**src/rtl/rsst_pkg.sv**
```systemverilog
`default_nettype none
package rsst_pkg;
    // ----------------------------------------
    // Bus
    // ----------------------------------------
    localparam int         ADDR_W      = 8;
    localparam logic [1:0] RESP_OKAY   = 2'h0;
    localparam logic [1:0] RESP_SLVERR = 2'h2;

    // ----------------------------------------
    // Register offsets
    // ----------------------------------------
    localparam logic [ADDR_W-1:0] OFF_CAUSE    = 8'h00;
    localparam logic [ADDR_W-1:0] OFF_CTRL     = 8'h04;
    localparam logic [ADDR_W-1:0] OFF_IRQ_STAT = 8'h08;
    localparam logic [ADDR_W-1:0] OFF_IRQ_MASK = 8'h0C;
    localparam logic [ADDR_W-1:0] OFF_STATE    = 8'h10;

    // ----------------------------------------
    // Cause register fields
    // ----------------------------------------
    localparam int         CB_BOR    = 0;
    localparam int         CB_POR    = 1;
    localparam int         CB_PD     = 2;
    localparam int         CB_WDT    = 3;
    localparam int         CB_INSTR  = 4;
    localparam int         CB_STKFUL = 5;
    localparam int         CB_STKUNF = 6;
    localparam int         CB_SOFT_BROWNOUT_ENABLE = 8;
    localparam int         CB_IRQ_PRIORITY_ENABLE   = 9;
    localparam int         NUM_FLAGS = 7;
    localparam logic [6:0] FLAGS_RST  = 7'h7C;
    localparam logic       SOFT_BROWNOUT_ENABLE_RST = 1'b1;
    localparam logic       IRQ_PRIORITY_ENABLE_RST   = 1'b0;

    // ----------------------------------------
    // Control register fields
    // ----------------------------------------
    localparam int         CT_WDT_EN  = 0;
    localparam int         CT_WDT_LP  = 1;
    localparam int         CT_KICK    = 2;
    localparam int         CT_PWRT_N  = 3;
    localparam int         CT_FOSC    = 4;
    localparam logic [6:0] CTRL_RST   = 7'h30;
    localparam logic [6:0] CTRL_WMASK = 7'h7B;
    localparam logic [2:0] FOSC_1MHZ  = 3'h3;
    localparam logic [15:0] RESET_VECTOR = 16'h0000;

    // ----------------------------------------
    // Interrupt event bits
    // ----------------------------------------
    localparam int         NUM_EV = 8;
    localparam logic [7:0] EV_RST = 8'h01;

    // ----------------------------------------
    // Timing
    // ----------------------------------------
    localparam int CLK_PERIOD_NS = 10;
    localparam int TCY_OSC       = 4;
    localparam int TCY_NS        = CLK_PERIOD_NS * TCY_OSC;
    localparam int OST_CYC       = 1024;
    localparam int PWRT_TYP_US   = 65000;
    localparam int PWRT_MIN_US   = 40000;
    localparam int PWRT_MAX_US   = 140000;
    localparam int PWRT_TCY      = PWRT_TYP_US * 1000 / TCY_NS;
    localparam int WDT_STD_US    = 17000;
    localparam int WDT_LP_US     = 18000;
    localparam int WDT_MIN_US    = 10000;
    localparam int WDT_STD_TCY   = WDT_STD_US * 1000 / TCY_NS;
    localparam int WDT_LP_TCY    = WDT_LP_US * 1000 / TCY_NS;
    localparam int TIOZ_NS       = 2730;
    localparam int TIOZ_CYC      = TIOZ_NS / CLK_PERIOD_NS;
    localparam int CNT_W         = 21;
    localparam int WDT_W         = 19;
    localparam logic [CNT_W-1:0] OST_LAST = 21'(OST_CYC - 1);
    localparam logic [10:0]      OST_LEN  = 11'(OST_CYC);

    typedef enum logic [1:0] {
        ST_HOLD = 2'b00,
        ST_PWRT = 2'b01,
        ST_OST  = 2'b10,
        ST_RUN  = 2'b11
    } rsst_state_t;

    typedef struct packed {
        logic              awvalid;
        logic [ADDR_W-1:0] awaddr;
        logic              wvalid;
        logic [31:0]       wdata;
        logic [3:0]        wstrb;
        logic              bready;
        logic              arvalid;
        logic [ADDR_W-1:0] araddr;
        logic              rready;
    } rsst_axil_req_t;

    typedef struct packed {
        logic        awready;
        logic        wready;
        logic        bvalid;
        logic [1:0]  bresp;
        logic        arready;
        logic        rvalid;
        logic [31:0] rdata;
        logic [1:0]  rresp;
    } rsst_axil_rsp_t;
endpackage
`default_nettype wire

```
**src/rtl/rsst_reset_ctrl.sv**
```systemverilog
// The address map and the AXI4-Lite slave port were decided locally.
`default_nettype none
// Operation
// - Tell apart eight reset sources
// - Seven low cause flags mark reset events
// - Event clears flag, software sets it again
// - Flags together identify latest reset type
// - Cause register holds priority, brown-out enables
// - Oscillator start-up counts 1024 periods
// - Power-up delay 65 ms when enabled
// - Pins float within 2.73 us
// - Watchdog 17 ms standard, 18 ms low-power
// - Instruction cycle is four oscillator periods
// - Execution restarts at address zero
// - Fast oscillator returns to 1 MHz
// - Pins return to input on reset
module rsst_reset_ctrl #(
    parameter int unsigned PWRT_TCY    = rsst_pkg::PWRT_TCY,
    parameter int unsigned WDT_STD_TCY = rsst_pkg::WDT_STD_TCY,
    parameter int unsigned WDT_LP_TCY  = rsst_pkg::WDT_LP_TCY
) (
    input  wire logic                     core_clk,
    input  wire logic                     rst_b,
    input  wire rsst_pkg::rsst_axil_req_t axiReq,
    output var  rsst_pkg::rsst_axil_rsp_t axiRsp,
    input  wire logic                     extMclrB,
    input  wire logic                     pwrMgdMode,
    input  wire logic                     brownOutDet,
    input  wire logic                     resetInstr,
    input  wire logic                     stackFull,
    input  wire logic                     stackUnderflow,
    output var  logic                     coreRun,
    output var  logic                     pinsHiZ,
    output var  logic                     pinsInput,
    output var  logic                     pcLoad,
    output var  logic [15:0]              restartPc,
    output var  logic [2:0]               fastOscFreq,
    output var  logic                     irqPriorityEnable,
    output var  logic                     irq
);
    // ----------------------------------------
    // Declarations
    // ----------------------------------------
    localparam logic [rsst_pkg::CNT_W-1:0] PWRT_LAST = rsst_pkg::CNT_W'(PWRT_TCY - 1);
    localparam logic [rsst_pkg::WDT_W-1:0] WSTD_LAST = rsst_pkg::WDT_W'(WDT_STD_TCY - 1);
    localparam logic [rsst_pkg::WDT_W-1:0] WLP_LAST  = rsst_pkg::WDT_W'(WDT_LP_TCY - 1);

    rsst_pkg::rsst_state_t          stateQ, stateD;
    logic [rsst_pkg::CNT_W-1:0]     cntQ;
    logic [rsst_pkg::WDT_W-1:0]     wdtCntQ;
    logic [1:0]                     tcyDivQ;
    logic [1:0]                     mclrSyncQ;
    logic                           mclrPrevQ, borPrevQ, pwrtArmQ;
    logic [6:0]                     flagsQ, ctrlQ;
    logic                           sborenQ;
    logic [7:0]                     irqStatQ, irqMaskQ;
    logic [10:0]                    ostLenQ;
    logic                           awRdyQ, wRdyQ, bValidQ, arRdyQ, rValidQ;
    logic [1:0]                     bRespQ, rRespQ;
    logic [31:0]                    rDataQ;
    logic [rsst_pkg::ADDR_W-1:0]    awAddrQ;
    logic [15:0]                    wDataQ;
    logic [1:0]                     wStrbQ;

    // ----------------------------------------
    // Source decode
    // ----------------------------------------
    wire instrTick = (tcyDivQ == 2'h3);
    wire mclrLowS  = ~mclrSyncQ[1];
    wire mclrEv    = mclrLowS & ~mclrPrevQ;
    wire borLive   = brownOutDet & sborenQ;
    wire borEv     = borLive & ~borPrevQ;
    wire wdtRun    = ctrlQ[rsst_pkg::CT_WDT_EN] & (stateQ == rsst_pkg::ST_RUN);
    wire [rsst_pkg::WDT_W-1:0] wdtLast = ctrlQ[rsst_pkg::CT_WDT_LP] ? WLP_LAST : WSTD_LAST;
    wire wdtEv     = wdtRun & instrTick & (wdtCntQ == wdtLast);
    wire anySrc    = mclrLowS | borLive | wdtEv | resetInstr | stackFull | stackUnderflow;
    wire [6:0] hwClr = {stackUnderflow, stackFull, resetInstr, wdtEv, mclrEv & pwrMgdMode, 1'b0, borEv};
    wire [7:0] evVec = {stackUnderflow, stackFull, resetInstr, wdtEv,
                        mclrEv & pwrMgdMode, mclrEv & ~pwrMgdMode, borEv, 1'b0};

    // ----------------------------------------
    // Register access decode
    // ----------------------------------------
    wire doWrite  = ~awRdyQ & ~wRdyQ & ~bValidQ;
    wire causeWr  = doWrite & (awAddrQ == rsst_pkg::OFF_CAUSE);
    wire ctrlWr   = doWrite & (awAddrQ == rsst_pkg::OFF_CTRL) & wStrbQ[0];
    wire statWr   = doWrite & (awAddrQ == rsst_pkg::OFF_IRQ_STAT) & wStrbQ[0];
    wire maskWr   = doWrite & (awAddrQ == rsst_pkg::OFF_IRQ_MASK) & wStrbQ[0];
    wire wrHit    = (awAddrQ == rsst_pkg::OFF_CAUSE) | (awAddrQ == rsst_pkg::OFF_CTRL)
                  | (awAddrQ == rsst_pkg::OFF_IRQ_STAT) | (awAddrQ == rsst_pkg::OFF_IRQ_MASK)
                  | (awAddrQ == rsst_pkg::OFF_STATE);
    wire kick     = ctrlWr & wDataQ[rsst_pkg::CT_KICK];
    wire [6:0] swSet = (causeWr & wStrbQ[0]) ? wDataQ[6:0] : 7'h00;
    wire [6:0] flagsD = (flagsQ | swSet) & ~hwClr;
    wire [7:0] w1c    = statWr ? wDataQ[7:0] : 8'h00;
    wire [7:0] statD  = (irqStatQ & ~w1c) | evVec;
    wire arTake   = axiReq.arvalid & arRdyQ;
    wire [rsst_pkg::ADDR_W-1:0] ra = axiReq.araddr;
    wire rdHit    = (ra == rsst_pkg::OFF_CAUSE) | (ra == rsst_pkg::OFF_CTRL) | (ra == rsst_pkg::OFF_IRQ_STAT)
                  | (ra == rsst_pkg::OFF_IRQ_MASK) | (ra == rsst_pkg::OFF_STATE);
    wire [31:0] rdWord =
        (ra == rsst_pkg::OFF_CAUSE)    ? {22'h0, irqPriorityEnable, sborenQ, 1'b0, flagsQ} :
        (ra == rsst_pkg::OFF_CTRL)     ? {25'h0, ctrlQ} :
        (ra == rsst_pkg::OFF_IRQ_STAT) ? {24'h0, irqStatQ} :
        (ra == rsst_pkg::OFF_IRQ_MASK) ? {24'h0, irqMaskQ} :
        (ra == rsst_pkg::OFF_STATE)    ? {29'h0, pinsHiZ, stateQ} : 32'h0;

    // ----------------------------------------
    // Sequencer
    // ----------------------------------------
    always_comb begin
        stateD = stateQ;
        case (stateQ)
            rsst_pkg::ST_HOLD: begin
                stateD = (pwrtArmQ & ~ctrlQ[rsst_pkg::CT_PWRT_N]) ? rsst_pkg::ST_PWRT : rsst_pkg::ST_OST;
            end
            rsst_pkg::ST_PWRT: begin
                if (instrTick && cntQ == PWRT_LAST) begin
                    stateD = rsst_pkg::ST_OST;
                end
            end
            rsst_pkg::ST_OST: begin
                if (cntQ == rsst_pkg::OST_LAST) begin
                    stateD = rsst_pkg::ST_RUN;
                end
            end
            rsst_pkg::ST_RUN: stateD = rsst_pkg::ST_RUN;
            default:          stateD = rsst_pkg::ST_HOLD;
        endcase
        if (anySrc) begin
            stateD = rsst_pkg::ST_HOLD;
        end
    end

    always_ff @(posedge core_clk or negedge rst_b) begin
        if (!rst_b) begin
            stateQ  <= rsst_pkg::ST_HOLD;
            cntQ    <= '0;
            tcyDivQ <= 2'h0;
        end else begin
            stateQ  <= stateD;
            tcyDivQ <= tcyDivQ + 2'h1;
            if (stateD != stateQ) begin
                cntQ <= '0;
            end else if (stateQ == rsst_pkg::ST_OST || (stateQ == rsst_pkg::ST_PWRT && instrTick)) begin
                cntQ <= cntQ + 1'b1;
            end
        end
    end

    always_ff @(posedge core_clk or negedge rst_b) begin
        if (!rst_b) begin
            pwrtArmQ <= 1'b1;
        end else if (borEv) begin
            pwrtArmQ <= 1'b1;
        end else if (stateQ == rsst_pkg::ST_RUN) begin
            pwrtArmQ <= 1'b0;
        end
    end

    always_ff @(posedge core_clk or negedge rst_b) begin
        if (!rst_b) begin
            wdtCntQ <= '0;
        end else if (!wdtRun || kick || wdtEv) begin
            wdtCntQ <= '0;
        end else if (instrTick) begin
            wdtCntQ <= wdtCntQ + 1'b1;
        end
    end

    // ----------------------------------------
    // Input capture
    // ----------------------------------------
    always_ff @(posedge core_clk or negedge rst_b) begin
        if (!rst_b) begin
            mclrSyncQ <= 2'b11;
            mclrPrevQ <= 1'b0;
            borPrevQ  <= 1'b0;
        end else begin
            mclrSyncQ <= {mclrSyncQ[0], extMclrB};
            mclrPrevQ <= mclrLowS;
            borPrevQ  <= borLive;
        end
    end

    // ----------------------------------------
    // Outputs to core and pins
    // ----------------------------------------
    always_ff @(posedge core_clk or negedge rst_b) begin
        if (!rst_b) begin
            coreRun     <= 1'b0;
            pinsHiZ     <= 1'b1;
            pinsInput   <= 1'b1;
            pcLoad      <= 1'b0;
            restartPc   <= rsst_pkg::RESET_VECTOR;
            fastOscFreq <= rsst_pkg::FOSC_1MHZ;
            irq         <= 1'b0;
        end else begin
            coreRun     <= (stateD == rsst_pkg::ST_RUN);
            pinsHiZ     <= (stateD != rsst_pkg::ST_RUN);
            pinsInput   <= (stateD != rsst_pkg::ST_RUN);
            pcLoad      <= (stateD == rsst_pkg::ST_RUN) & (stateQ != rsst_pkg::ST_RUN);
            restartPc   <= rsst_pkg::RESET_VECTOR;
            fastOscFreq <= (stateD != rsst_pkg::ST_RUN) ? rsst_pkg::FOSC_1MHZ : ctrlQ[6:4];
            irq         <= |(statD & irqMaskQ);
        end
    end

    // ----------------------------------------
    // Registers
    // ----------------------------------------
    always_ff @(posedge core_clk or negedge rst_b) begin
        if (!rst_b) begin
            flagsQ            <= rsst_pkg::FLAGS_RST;
            sborenQ           <= rsst_pkg::SOFT_BROWNOUT_ENABLE_RST;
            irqPriorityEnable <= rsst_pkg::IRQ_PRIORITY_ENABLE_RST;
            irqStatQ          <= rsst_pkg::EV_RST;
            irqMaskQ          <= 8'h00;
        end else begin
            flagsQ   <= flagsD;
            irqStatQ <= statD;
            if (maskWr) begin
                irqMaskQ <= wDataQ[7:0];
            end
            if (causeWr && wStrbQ[1]) begin
                sborenQ           <= wDataQ[rsst_pkg::CB_SOFT_BROWNOUT_ENABLE];
                irqPriorityEnable <= wDataQ[rsst_pkg::CB_IRQ_PRIORITY_ENABLE];
            end
        end
    end

    always_ff @(posedge core_clk or negedge rst_b) begin
        if (!rst_b) begin
            ctrlQ <= rsst_pkg::CTRL_RST;
        end else if (stateQ == rsst_pkg::ST_HOLD) begin
            ctrlQ[6:4] <= rsst_pkg::FOSC_1MHZ;
        end else if (ctrlWr) begin
            ctrlQ <= wDataQ[6:0] & rsst_pkg::CTRL_WMASK;
        end
    end

    // ----------------------------------------
    // AXI4-Lite slave
    // ----------------------------------------
    always_ff @(posedge core_clk or negedge rst_b) begin
        if (!rst_b) begin
            awRdyQ  <= 1'b1;
            wRdyQ   <= 1'b1;
            bValidQ <= 1'b0;
            bRespQ  <= rsst_pkg::RESP_OKAY;
            awAddrQ <= '0;
            wDataQ  <= 16'h0000;
            wStrbQ  <= 2'h0;
        end else begin
            if (axiReq.awvalid && awRdyQ) begin
                awRdyQ  <= 1'b0;
                awAddrQ <= axiReq.awaddr;
            end
            if (axiReq.wvalid && wRdyQ) begin
                wRdyQ  <= 1'b0;
                wDataQ <= axiReq.wdata[15:0];
                wStrbQ <= axiReq.wstrb[1:0];
            end
            if (doWrite) begin
                bValidQ <= 1'b1;
                bRespQ  <= wrHit ? rsst_pkg::RESP_OKAY : rsst_pkg::RESP_SLVERR;
            end else if (bValidQ && axiReq.bready) begin
                bValidQ <= 1'b0;
                awRdyQ  <= 1'b1;
                wRdyQ   <= 1'b1;
            end
        end
    end

    always_ff @(posedge core_clk or negedge rst_b) begin
        if (!rst_b) begin
            arRdyQ  <= 1'b1;
            rValidQ <= 1'b0;
            rDataQ  <= 32'h0;
            rRespQ  <= rsst_pkg::RESP_OKAY;
        end else if (arTake) begin
            arRdyQ  <= 1'b0;
            rValidQ <= 1'b1;
            rDataQ  <= rdWord;
            rRespQ  <= rdHit ? rsst_pkg::RESP_OKAY : rsst_pkg::RESP_SLVERR;
        end else if (rValidQ && axiReq.rready) begin
            rValidQ <= 1'b0;
            arRdyQ  <= 1'b1;
        end
    end

    assign axiRsp.awready = awRdyQ;
    assign axiRsp.wready  = wRdyQ;
    assign axiRsp.bvalid  = bValidQ;
    assign axiRsp.bresp   = bRespQ;
    assign axiRsp.arready = arRdyQ;
    assign axiRsp.rvalid  = rValidQ;
    assign axiRsp.rdata   = rDataQ;
    assign axiRsp.rresp   = rRespQ;

    // ----------------------------------------
    // Assertions
    // ----------------------------------------
    always_ff @(posedge core_clk or negedge rst_b) begin
        if (!rst_b) begin
            ostLenQ <= 11'h000;
        end else if (stateQ == rsst_pkg::ST_OST) begin
            ostLenQ <= ostLenQ + 11'h001;
        end else if (stateQ != rsst_pkg::ST_RUN) begin
            ostLenQ <= 11'h000;
        end
    end

    property p_pins_float;
        @(posedge core_clk) disable iff (!rst_b) (mclrLowS || wdtEv) |=> pinsHiZ && pinsInput;
    endproperty
    a_pins_float: assert property (p_pins_float) else $error("pins not floated");

    property p_ost_len;
        @(posedge core_clk) disable iff (!rst_b) $rose(coreRun) |-> ostLenQ == rsst_pkg::OST_LEN;
    endproperty
    a_ost_len: assert property (p_ost_len) else $error("start-up count wrong");

    property p_hold_reset;
        @(posedge core_clk) disable iff (!rst_b) anySrc |=> !coreRun [*8];
    endproperty
    a_hold_reset: assert property (p_hold_reset) else $error("released too early");

    property p_wdt_flag;
        @(posedge core_clk) disable iff (!rst_b) wdtEv |=> !flagsQ[rsst_pkg::CB_WDT] ##1 !coreRun;
    endproperty
    a_wdt_flag: assert property (p_wdt_flag) else $error("watchdog flag kept");

    property p_instr_id;
        @(posedge core_clk) disable iff (!rst_b)
        (hwClr == 7'h10 && !causeWr) |=> flagsQ == ($past(flagsQ) & 7'h6F);
    endproperty
    a_instr_id: assert property (p_instr_id) else $error("cause pattern wrong");

    property p_tcy;
        @(posedge core_clk) disable iff (!rst_b) instrTick |=> !instrTick [*3] ##1 instrTick;
    endproperty
    a_tcy: assert property (p_tcy) else $error("cycle tick wrong");

    property p_pc_zero;
        @(posedge core_clk) disable iff (!rst_b)
        $rose(coreRun) |-> pcLoad && restartPc == rsst_pkg::RESET_VECTOR;
    endproperty
    a_pc_zero: assert property (p_pc_zero) else $error("restart address wrong");

    property p_osc_default;
        @(posedge core_clk) disable iff (!rst_b) pinsHiZ |-> fastOscFreq == rsst_pkg::FOSC_1MHZ;
    endproperty
    a_osc_default: assert property (p_osc_default) else $error("oscillator not 1 MHz");
endmodule // rsst_reset_ctrl
`default_nettype wire

```
**config.mk**
```make
export PLATFORM = sky130hd
export DESIGN_NAME = rsst_reset_ctrl
export DESIGN_NICKNAME = d
export VERILOG_FILES = /design/src/rtl/rsst_pkg.sv /design/src/rtl/rsst_reset_ctrl.sv
export SDC_FILE = /design/constraint.sdc
export NUM_CORES = 1
export LEC_CHECK = 0
export BUFFER_PORTS_ARGS = -buffer_cell sky130_fd_sc_hd__buf_2
export CAP_MARGIN = 5
export CELL_PAD_IN_SITES_DETAIL_PLACEMENT = 0
export CELL_PAD_IN_SITES_GLOBAL_PLACEMENT = 1
export CORE_AREA = 2 2 120 122
export DETAILED_ROUTE_END_ITERATION = 8
export DIE_AREA = 0 0 122 124
export PLACE_DENSITY_LB_ADDON = 0.15
export RECOVER_POWER = 50
export SYNTH_ARGS = -nofsm -noshare
export SYNTH_HDL_FRONTEND = slang
export SYNTH_SLANG_ARGS = --single-unit
```
**constraint.sdc**
```tcl
create_clock -name core_clk -period 4.7 [get_ports core_clk]
set_clock_uncertainty 0.05 [all_clocks]
set_input_delay 0.47 -clock core_clk [delete_from_list [all_inputs] [get_ports core_clk]]
set_output_delay 0.47 -clock core_clk [all_outputs]
set_load 0.03 [all_outputs]
```
==> reports/summary.txt <==
status -> finished with violations
failing checks -> max-capacitance violations, max-slew violations
initial core utilization -> 44.4%
clk root buf -> clkbuf_16
Yosys cell types -> 61
Primary FF master, synth -> dfrtp_1
CP startpoint kind -> flop
CP Class -> flop to flop
initial drt markers -> 203
initial antenna violation count -> 0
routed vias -> 4,315
mux contribution to synthesized area -> 8.40%
Slew HR -> -5.78%
largest net degree at the start of global routing -> 75
worst hold slack -> 0.102 ns
fin crit period -> 2.48 ns
Port Buffers -> 66
Compound-Gate Fraction of Synth Area -> 9.48%
CTS H-Tree Depth -> 4
post-synth design cell area -> 6090 sq um
post-CTS sizing -> 0
number of flops mapped to enable cells by yosys -> 0
final std cells w/o fill -> 839
core area -> 13,700 sq um
YS warnings -> 0
remaining antenna violation count -> 0
Via density -> 5.14
fin crit share -> 52.9%
# clock sinks -> 124
Num CTS Buffers -> 17
P&R area growth vs syn -> 14.1%
register area share after synthesis -> 51.3%
Lkg Pwr -> 0.00309 uW
Fmax -> 0.402 GHz
First-pass DRT Iterations -> 5
Inst Count DP -> 807
leading area contributor after synthesis -> dfrtp_1
Power Density -> 444 nW/um^2
RSZ-0062 raised after global routing -> no
synthesized instance count -> 581
total wire length -> 12,900 microns
final setup fails -> 0
cell row count -> 43
#FFs+latches synth -> 124
Setup Total Neg Slack -> 0 ns
Final Util -> 50.7%
Slew Viols, Final -> 30
die area -> 15,100 sq um
Slew @ Worst Pin -> 1.59 ns
fillers -> 1,307
Post-DP Area -> 6400 sq um
Fin. Hold Viols -> 0
HPWL after detailed placement -> 9110 microns
nets@finish -> 714
Post-Synth XOR/XNOR Area -> 5.32%
DRC -> 0
post-CTS setup buffers -> 0
die height -> 124 microns
vias in the first global route -> 4,171
CTS tree -> done
All-Layer GR Usage -> 18.4%
share of cells above drive strength 1 -> 23.5%
Post-Synth Adder-Cell Area -> 0.616%
min-delay worst type -> input pin to flop
global placement routability congestion -> 0.798
CP max FO -> 8
top cells by count, synth -> 106 x dfrtp_1, 47 x buf_4, 47 x nand2_1
Avg Inst Size Synth -> 10.5 sq um
Hold-fix buffers, CTS -> 0
asr flop ratio synth -> 100%
# IOs -> 131
clock-pin slew on the worst setup and hold paths -> 0.05 ns
Clk Latency, worst-skew pair -> 0.42 ns
total gr overflow -> 0
Reg area -> 3130 sq um
design area -> 6950 sq um
critical path arrival -> 2.73 ns
clk buf depth -> 2
drt wl/cell -> 15.4 microns
Worst Path Required -> 4.94 ns
Ant. Diodes -> 0
count leader, synth -> dfrtp_1
largest family of logic cells by synthesized area -> simple AND/OR/NAND/NOR gates
post-synth top area share -> 43.5%
area occupied by multi-input gates -> 2620 sq um
Max Cap Violations -> 1
first-pass GRT wire length -> 21,500 microns
DIE WIDTH -> 122 microns
crit path capture type -> flop
Simple-Gate Fraction of Synth Area -> 16.7%
maximum vdd drop -> 0.285 mV
Area contributors post-synth -> dfrtp_1 44%, dfstp_2 7.8%, buf_4 5.8%, mux2_2 5.5%, xnor2_1 3.2%
cells in the final DEF, fill, tap and decap left out, types with 11 or more instances in the layout:
master / instances
nor2_1: 46
xor2_1: 15
buf_2: 65
nor4_1: 11
a21oi_1: 38
mux2_2: 30
conb_1: 40
dfstp_2: 13
clkbuf_16: 17
mux2i_1: 14
nor3_1: 14
o21ai_0: 24
xnor2_1: 22
nand3_1: 15
inv_1: 17
dfrtp_1: 106
nand2_1: 47
layout make-up:
| type | instances | area share [%] |
|---|---|---|
| clock buffer | 23 | 7.02 |
| clock inverter | 9 | 1.01 |
| inverter | 17 | 0.918 |
| multi-input combinational | 415 | 37.6 |
| sequential | 124 | 45.0 |
| tap | 180 | 3.24 |
| timing repair buffer | 71 | 5.22 |
per-stage QoR:
step,power [uW],setup slack [ns]
after floorplan,1770,2.68
final,3090,2.22
after global routing,3260,2.02
after detailed placement,1900,2.18
after global placement,1880,2.22
after CTS,3140,2.26
registers in the layout, indices dropped and copies added, names as in the netlist, 2 cells and up:
signal       cells
mclrSyncQ        2
cntQ            21
wdtCntQ         19
fastOscFreq      3
awAddrQ          8
rDataQ          10
wDataQ          10
ctrlQ            6
flagsQ           7
irqStatQ         8
wStrbQ           2
irqMaskQ         8
stateQ           2
tcyDivQ          2
critical path: stages, from the launching register on:
cell and delay (ns):
dfrtp_1 0.37, or4_1 0.66, nor3_1 0.35, and4_1 0.54, mux2_2 0.39
report_power, final:
group	switching, uW	total, uW	internal, uW
logic	277	477	200
clock network	442	1220	774
registers	159	1400	1240
total	879	3090	2210
worst paths after layout:
kind,cells past startpoint,start,slack [ns],end
worst max-delay path,4,awAddrQ[0]$_DFFE_PN0P_,2.22,irqMaskQ[1]$_DFFE_PN0P_
worst min register to register,0,mclrSyncQ[0]$_DFF_PN1_,0.31,mclrSyncQ[1]$_DFF_PN1_
worst max register to register,4,awAddrQ[0]$_DFFE_PN0P_,2.22,irqMaskQ[1]$_DFFE_PN0P_
max in group asynchronous,2,rst_b,2.46,cntQ[15]$_DFFE_PN0P_
min in group asynchronous,1,rst_b,0.14,tcyDivQ[1]$_DFF_PN0_
worst min-delay path,1,extMclrB,0.10,mclrSyncQ[0]$_DFF_PN1_
layer usage:
layer  track usage, %  wire length [microns]  vias to the layer above
met5                0                      0                        -
met4             6.39                    178                        0
met3             4.67                    561                       12
met2             26.9                   5710                      108
met1             26.6                   6470                     2108
li1                 -                      -                     2087
cell families after synthesis:
kind of cell	count (synthesis)
and+or+nand+nor	191
adders and majority gates	3
buffers and inverters	81
xor gates and xnor gates	37
DFF	124
other	1
AOI/OAI and AO/OA	97
muxes	47
Power figures use the tool's default switching activity.
